--- config.mk ---
export PLATFORM = sky130hd
export DESIGN_NAME = cpsel_top
export DESIGN_NICKNAME = d
export VERILOG_FILES = /design/src/include/cpsel_pkg.sv /design/src/core/cpsel_sync.sv /design/src/core/cpsel_top.sv
export VERILOG_INCLUDE_DIRS = /design/src /design/src/include
export SDC_FILE = /design/constraint.sdc
export NUM_CORES = 1
export LEC_CHECK = 0
export BUFFER_PORTS_ARGS = -buffer_cell sky130_fd_sc_hd__buf_4
export CORE_ASPECT_RATIO = 0.9
export CORE_UTILIZATION = 56
export DETAILED_ROUTE_END_ITERATION = 16
export PLACE_DENSITY = 0.94
export SLEW_MARGIN = 20
export SYNTH_ARGS = -nofsm -noshare
export SYNTH_HDL_FRONTEND = slang
export SYNTH_SLANG_ARGS = --single-unit
--- constraint.sdc ---
create_clock -name i_core_clk -period 4.93 [get_ports i_core_clk]
set_input_delay 1.2325 -clock i_core_clk [delete_from_list [all_inputs] [get_ports i_core_clk]]
set_output_delay 1.2325 -clock i_core_clk [all_outputs]
set_load 0.05 [all_outputs]
--- src/include/cpsel_defs.svh ---
// Constants for the control port pin function selector.
// Assumes inclusion by bare name from design files only.
`ifndef CPSEL_DEFS_SVH
`define CPSEL_DEFS_SVH
`define CPSEL_IF_MUX 2'h0
`define CPSEL_IF_NONMUX 2'h1
`define CPSEL_IF_SERIAL 2'h2
`define CPSEL_IF_HW 2'h3
`define CPSEL_MODE_W 4
`define CPSEL_ADDR_W 8
`define CPSEL_MODE_T1 4'h0
`define CPSEL_MODE_E1 4'h1
`define CPSEL_MODE_BIT2 2
`define CPSEL_MODE_BIT3 3
`endif

--- src/include/cpsel_pkg.sv ---
// Types for the control port pin function selector.
// Assumes no other package.
package cpsel_pkg;
	typedef enum logic [1:0] {CPSEL_MUX, CPSEL_NONMUX, CPSEL_SERIAL, CPSEL_HW} cpsel_ifmode_t;
	typedef enum logic [1:0] {CPSEL_IDLE, CPSEL_RD, CPSEL_WR} cpsel_acc_t;
endpackage

--- src/core/cpsel_sync.sv ---
// Two-flop synchroniser for a group of pin inputs.
// Assumes a single clock and an active-low asynchronous reset.
`timescale 1ns/10ps
`default_nettype none
module cpsel_sync #(
	parameter int W = 8
) (
	input wire logic i_core_clk,
	input wire logic i_rst_n,
	input wire logic [W-1:0] i_d,
	output logic [W-1:0] o_q
);
	typedef struct packed
	{
		logic [W-1:0] s1;
		logic [W-1:0] s2;
	} cpsel_sync_st_t;
	cpsel_sync_st_t st_r;
	cpsel_sync_st_t st_nxt;
	always_comb
	begin
		st_nxt = st_r;
		st_nxt.s1 = i_d;
		st_nxt.s2 = st_r.s1;
	end
	always_ff @(posedge i_core_clk or negedge i_rst_n)
	begin
		if (!i_rst_n)
			st_r <= '0;
		else
			st_r <= st_nxt;
	end
	assign o_q = st_r.s2;
endmodule
`default_nettype wire

--- src/core/cpsel_top.sv ---
// Control port pin decoder: turns the multifunction strobe pins into bus accesses or hardware straps.
// Assumes pins are asynchronous to i_core_clk; the mode straps stay static during operation.
`timescale 1ns/10ps
`default_nettype none
`include "cpsel_defs.svh"
module cpsel_top (
	input wire logic i_core_clk,
	input wire logic i_rst_n,
	input wire logic [1:0] i_interface_select,
	input wire logic i_bus_style_strap,
	input wire logic i_data_strobe,
	input wire logic i_cs_n,
	input wire logic i_address_strobe_pin,
	input wire logic i_wr_pin,
	input wire logic [7:0] i_ad,
	input wire logic [6:0] i_addr_low,
	input wire logic [3:0] i_tx_mode_core,
	input wire logic [3:0] i_rx_mode_core,
	output logic [1:0] o_if_mode,
	output logic o_rd_pulse,
	output logic o_wr_pulse,
	output logic [7:0] o_addr,
	output logic [7:0] o_wdata,
	output logic o_rx_mode_sel_bit2,
	output logic o_tx_mode_sel_bit3,
	output logic o_clk_prescale_sel_bit1,
	output logic o_line_code_enable,
	output logic o_remote_loopback
);
	localparam int NS = 22;
	logic rst_a_r;
	logic rst_b_r;
	logic [NS-1:0] pins_s;
	typedef struct packed
	{
		cpsel_pkg::cpsel_acc_t acc;
		logic as_d;
		logic [7:0] addr;
		logic [7:0] wdata;
		logic rd_p;
		logic wr_p;
		logic [1:0] ifm;
		logic rxb2;
		logic txb3;
		logic clk_prescale_sel_bit1;
		logic line_code_enable_strap;
		logic remote_loopback_strap;
	} cpsel_st_t;
	cpsel_st_t st_r;
	cpsel_st_t st_nxt;
	logic [1:0] bis;
	logic bus_style_strap;
	logic ds;
	logic cs_n;
	logic cs_act;
	logic as_p;
	logic wr;
	logic [7:0] ad;
	logic [6:0] alo;
	logic rd_act;
	logic wr_act;
	logic hw_coded;
	always_ff @(posedge i_core_clk or negedge i_rst_n)
	begin
		if (!i_rst_n)
		begin
			rst_a_r <= 1'b0;
			rst_b_r <= 1'b0;
		end
		else
		begin
			rst_a_r <= 1'b1;
			rst_b_r <= rst_a_r;
		end
	end
	cpsel_sync #(.W(NS)) u_sync (
		.i_core_clk(i_core_clk),
		.i_rst_n(rst_b_r),
		.i_d({i_interface_select, i_bus_style_strap, i_data_strobe, ~i_cs_n, i_address_strobe_pin, i_wr_pin,
			i_ad, i_addr_low}),
		.o_q(pins_s)
	);
	assign {bis, bus_style_strap, ds, cs_act, as_p, wr, ad, alo} = pins_s;
	// Chip select crosses in its active-high sense, so the synchroniser's reset value reads as deselected.
	assign cs_n = !cs_act;
	// Strobe decode; in data-strobe timing the write pin carries direction (high = read).
	always_comb
	begin
		rd_act = 1'b0;
		wr_act = 1'b0;
		if (bus_style_strap)
		begin
			if ((bis == `CPSEL_IF_NONMUX) ? ds : !ds)
			begin
				rd_act = wr;
				wr_act = !wr;
			end
		end
		else
		begin
			rd_act = !ds;
			wr_act = !wr;
		end
		if (cs_n || bis[1])
		begin
			rd_act = 1'b0;
			wr_act = 1'b0;
		end
	end
	assign hw_coded = (i_rx_mode_core == `CPSEL_MODE_T1) || (i_rx_mode_core == `CPSEL_MODE_E1);
	always_comb
	begin
		st_nxt = st_r;
		st_nxt.rd_p = 1'b0;
		st_nxt.wr_p = 1'b0;
		st_nxt.as_d = as_p;
		st_nxt.ifm = bis;
		if (bis == `CPSEL_IF_MUX && as_p && !st_r.as_d)
			st_nxt.addr = ad;
		else if (bis == `CPSEL_IF_NONMUX)
			st_nxt.addr = {as_p, alo};
		case (st_r.acc)
			cpsel_pkg::CPSEL_IDLE:
			begin
				if (rd_act)
				begin
					st_nxt.acc = cpsel_pkg::CPSEL_RD;
					st_nxt.rd_p = 1'b1;
				end
				else if (wr_act)
					st_nxt.acc = cpsel_pkg::CPSEL_WR;
			end
			cpsel_pkg::CPSEL_RD:
			begin
				if (!rd_act)
					st_nxt.acc = cpsel_pkg::CPSEL_IDLE;
			end
			cpsel_pkg::CPSEL_WR:
			begin
				st_nxt.wdata = ad;
				if (!wr_act)
				begin
					st_nxt.acc = cpsel_pkg::CPSEL_IDLE;
					st_nxt.wr_p = 1'b1;
				end
			end
			default:
				st_nxt.acc = cpsel_pkg::CPSEL_IDLE;
		endcase
		if (bis == `CPSEL_IF_HW)
		begin
			st_nxt.acc = cpsel_pkg::CPSEL_IDLE;
			st_nxt.rd_p = 1'b0;
			st_nxt.wr_p = 1'b0;
			st_nxt.rxb2 = ds;
			st_nxt.txb3 = wr;
			st_nxt.clk_prescale_sel_bit1 = as_p;
			st_nxt.line_code_enable_strap = bus_style_strap && hw_coded;
			st_nxt.remote_loopback_strap = cs_n && (i_tx_mode_core == i_rx_mode_core);
		end
		else
		begin
			st_nxt.rxb2 = 1'b0;
			st_nxt.txb3 = 1'b0;
			st_nxt.clk_prescale_sel_bit1 = 1'b0;
			st_nxt.line_code_enable_strap = 1'b0;
			st_nxt.remote_loopback_strap = 1'b0;
		end
	end
	always_ff @(posedge i_core_clk or negedge rst_b_r)
	begin
		if (!rst_b_r)
			st_r <= '0;
		else
			st_r <= st_nxt;
	end
	assign o_if_mode = st_r.ifm;
	assign o_rd_pulse = st_r.rd_p;
	assign o_wr_pulse = st_r.wr_p;
	assign o_addr = st_r.addr;
	assign o_wdata = st_r.wdata;
	assign o_rx_mode_sel_bit2 = st_r.rxb2;
	assign o_tx_mode_sel_bit3 = st_r.txb3;
	assign o_clk_prescale_sel_bit1 = st_r.clk_prescale_sel_bit1;
	assign o_line_code_enable = st_r.line_code_enable_strap;
	assign o_remote_loopback = st_r.remote_loopback_strap;

	chk_cs_blocks: assert property (@(posedge i_core_clk) disable iff (!rst_b_r)
		$past(cs_n) && $past(bis) != `CPSEL_IF_HW && $past(st_r.acc) == cpsel_pkg::CPSEL_IDLE |-> !o_rd_pulse)
		else $error("read pulse with chip select high");
	chk_ale_capture: assert property (@(posedge i_core_clk) disable iff (!rst_b_r)
		bis == `CPSEL_IF_MUX && $rose(as_p) && $stable(bis) |=> o_addr == $past(ad))
		else $error("address not latched on strobe edge");
	chk_a7_map: assert property (@(posedge i_core_clk) disable iff (!rst_b_r)
		bis == `CPSEL_IF_NONMUX |=> o_addr[7] == $past(as_p))
		else $error("address bit 7 wrong");
	chk_hw_prescale: assert property (@(posedge i_core_clk) disable iff (!rst_b_r)
		bis == `CPSEL_IF_HW |=> o_clk_prescale_sel_bit1 == $past(as_p))
		else $error("prescale bit wrong");
	chk_hw_rxbit: assert property (@(posedge i_core_clk) disable iff (!rst_b_r)
		bis == `CPSEL_IF_HW |=> o_rx_mode_sel_bit2 == $past(ds))
		else $error("rx mode bit wrong");
	chk_hw_txbit: assert property (@(posedge i_core_clk) disable iff (!rst_b_r)
		bis == `CPSEL_IF_HW |=> o_tx_mode_sel_bit3 == $past(wr))
		else $error("tx mode bit wrong");
	chk_line_code: assert property (@(posedge i_core_clk) disable iff (!rst_b_r)
		o_line_code_enable |-> o_if_mode == `CPSEL_IF_HW)
		else $error("line code outside hardware mode");
	chk_line_valid: assert property (@(posedge i_core_clk) disable iff (!rst_b_r)
		bis == `CPSEL_IF_HW |=> o_line_code_enable == ($past(bus_style_strap) &&
		($past(i_rx_mode_core) == `CPSEL_MODE_T1 || $past(i_rx_mode_core) == `CPSEL_MODE_E1)))
		else $error("line code enable wrong in hardware mode");
	chk_loopback: assert property (@(posedge i_core_clk) disable iff (!rst_b_r)
		bis == `CPSEL_IF_HW && cs_n && i_tx_mode_core != i_rx_mode_core |=> !o_remote_loopback)
		else $error("loopback with mismatched modes");
	chk_no_hw_access: assert property (@(posedge i_core_clk) disable iff (!rst_b_r)
		o_if_mode == `CPSEL_IF_HW |-> !o_wr_pulse && !o_rd_pulse)
		else $error("access in hardware mode");
	cov_read: cover property (@(posedge i_core_clk) disable iff (!rst_b_r) o_rd_pulse);
	cov_write: cover property (@(posedge i_core_clk) disable iff (!rst_b_r) o_wr_pulse);
	cov_loop: cover property (@(posedge i_core_clk) disable iff (!rst_b_r) o_remote_loopback);
endmodule
`default_nettype wire

==> run metrics <==
die height between 60 and 70 um; Slew HR 0.437; post-synthesis compound-gate area fraction 0.0601; CTS tree built; CP endpoint kind output port; Port Buf Inserts between 50 and 60; initial antenna violation count 0; Initial DRC Count 86; first-pass GRT wire length between 6000 and 7000 um; Routed WL per cell ~15 um; Synth warnings 0; Post-DRT Antenna Nets 0; drt via density roughly 4.8; count of final max-slew check failures 0; register bit count reported by yosys 74; Hold Vio Cnt, Final 0; total grt overflow 0; dpl ws around 3000 ps; clock skew around 11 ps; DR pass1 iterations 4; Area Overhead vs Synth 23.0%; synth unique cells 30; CTS Hold Bufs 0; fin crit share 0.442; worst stage delay on the critical path ~400 ps; Adder-Cell Fraction of Synth Area 0; via count around 1.3k; setup violators final 0; vias in the first global route around 1.4k; XOR/XNOR Fraction of Synth Area 0.0177; hold slack roughly 350 ps; element type at the critical path start flop; post-synthesis mux area share 0.0364; Post-synth EDFFs 0; largest family of logic cells by synthesized area buffers and inverters; layout cells sized above 1 0.397; sequential area share after synthesis 0.748; status complete, no violations; Slew @ Worst Pin ~840 ps; CP bufs+invs 1; Synth Area per Inst between 15 and 20 um2; Synth Flop Type dfrtp_1; Mapped Area around 2500 um2; Crit Path Max Fanout 2; die extent in x roughly 72 um; Syn Nets approximately 200; Peak VDD IR roughly 0.33 mV; Post CTS Setup Buffer Count 0; DRC 0; cts repair resizes 0; commonest non-fill, non-tap cells in the layout dfrtp_1, buf_4, clkbuf_8, inv_1; Clk Latency, worst-skew pair ~340 ps; Simple-Gate Fraction of Synth Area 0.0541; cells after synthesis 163; Hold WC Path Type flop to flop; fmax 0.459 GHz; Worst Path Arrival between 900 and 1000 ps; Core Rows 22; max cap viols 0; RSZ-0062 raised after global routing no; clock-pin slew on the worst setup and hold paths ~80 ps; Worst path slowest cell dfrtp_1; Root Buffer clkbuf_8; DP Area about 2800 um2; post-DP HPWL 2590 um; H-tree Lvls 3; GRT Total Usage 0.204; Pwr per Cell Area approximately 460 nW/um2; Final Wtd Congestion between 0.6 and 0.7; final WL around 4000 um; Lkg Pwr between 1 and 1.5 nW; # diodes 0; critical path, cell by cell buf_4; WP data required 3700 ps; Crit path max-delay family flip-flops; leading cell type in the layout, fill and taps excluded dfrtp_1; core area a little over 4000 um2; initial core utilization 0.596; largest net degree at the start of global routing 73; Setup CP Type flop to output port; io pins 57; Fin Setup TNS 0 ps; die area 4690 um2; Post-Route Utilization 0.733; async set or reset register ratio after synthesis 1.00; Num CTS Buffers 9; setup ws final between 2000 and 3000 ps; Period minus WS final around 2200 ps; CTS max path bufs 2; nets 241; clock net sink count 74; fin area 3050 um2
state kept, by name, summed over array words and instances (netlist names):
signal and cells:
o_tx_mode_sel_bit3 1, o_wdata 8, o_if_mode 2, rst_b_r 1
rst_a_r 1, o_wr_pulse 1, o_clk_prescale_sel_bit1 1, u_sync.o_q 22
o_rx_mode_sel_bit2 1, o_line_code_enable 1, u_sync.st_nxt 22, st_r 3
o_addr 8, o_rd_pulse 1, o_remote_loopback 1
cells by family after synthesis:
| family | after synthesis |
|---|---|
| DFF | 74 |
| buffers and inverters | 34 |
| AOI/OAI and AO/OA | 21 |
| and+or+nand+nor | 20 |
| muxes | 8 |
| xor gates and xnor gates | 5 |
| other | 1 |
metal layers:
layer | routed length [um] | track usage | part of all wire
met5 | 0 | 0 | 0
met4 | 79 | 0.0858 | 0.019
met3 | 226 | 0.0964 | 0.056
met2 | 2260 | 0.345 | 0.56
met1 | 1500 | 0.218 | 0.37
report_power, final:
| group | total, mW | switching, mW | internal [mW] |
|---|---|---|---|
| Sequential | 0.683 | 0.0272 | 0.656 |
| Combinational | 0.227 | 0.151 | 0.0767 |
| Clock | 0.492 | 0.203 | 0.289 |
stage by stage:
step           power [mW]  instances
2_1_floorplan       0.878        163
3_5_place_dp        0.922        258
5_1_grt              1.46        274
6_report             1.40        274
3_3_place_gp        0.914        258
4_1_cts              1.42        274
Yosys cell counts, drive strengths merged (3+ instances only):
master / instances / area, um2
xnor2: 3 / 26.3
dfrtp: 74 / 1850
o21ai: 7 / 35.0
a22oi: 7 / 52.6
nand2: 4 / 15.0
buf: 20 / 151
inv: 12 / 45.0
nand2b: 5 / 38.8
mux2: 8 / 90.1
and3: 3 / 18.8
layout make-up:
class | instances | area [um2]
sequential | 74 | 1850
fill | 272 | 1110
timing repair buffer | 57 | 428
multi-input combinational | 55 | 420
clock buffer | 13 | 179
tap | 60 | 75.1
clock inverter | 3 | 45.0
inverter | 12 | 45.0
worst paths after layout:
path / start / end / slack, ps / cells after the start
max: o_wdata[3] / o_wdata[3] / 2750 / 1
min: u_sync.st_nxt[1] / u_sync.o_q[1] / 350 / 0
max reg2reg: u_sync.o_q[20] / o_addr[5] / 3270 / 3
min reg2reg: u_sync.st_nxt[1] / u_sync.o_q[1] / 350 / 0
max in group asynchronous: rst_b_r / o_wdata[0] / 3940 / 1
min in group asynchronous: rst_b_r / u_sync.st_nxt[20] / 440 / 1
(Power assumes the default switching activity.)
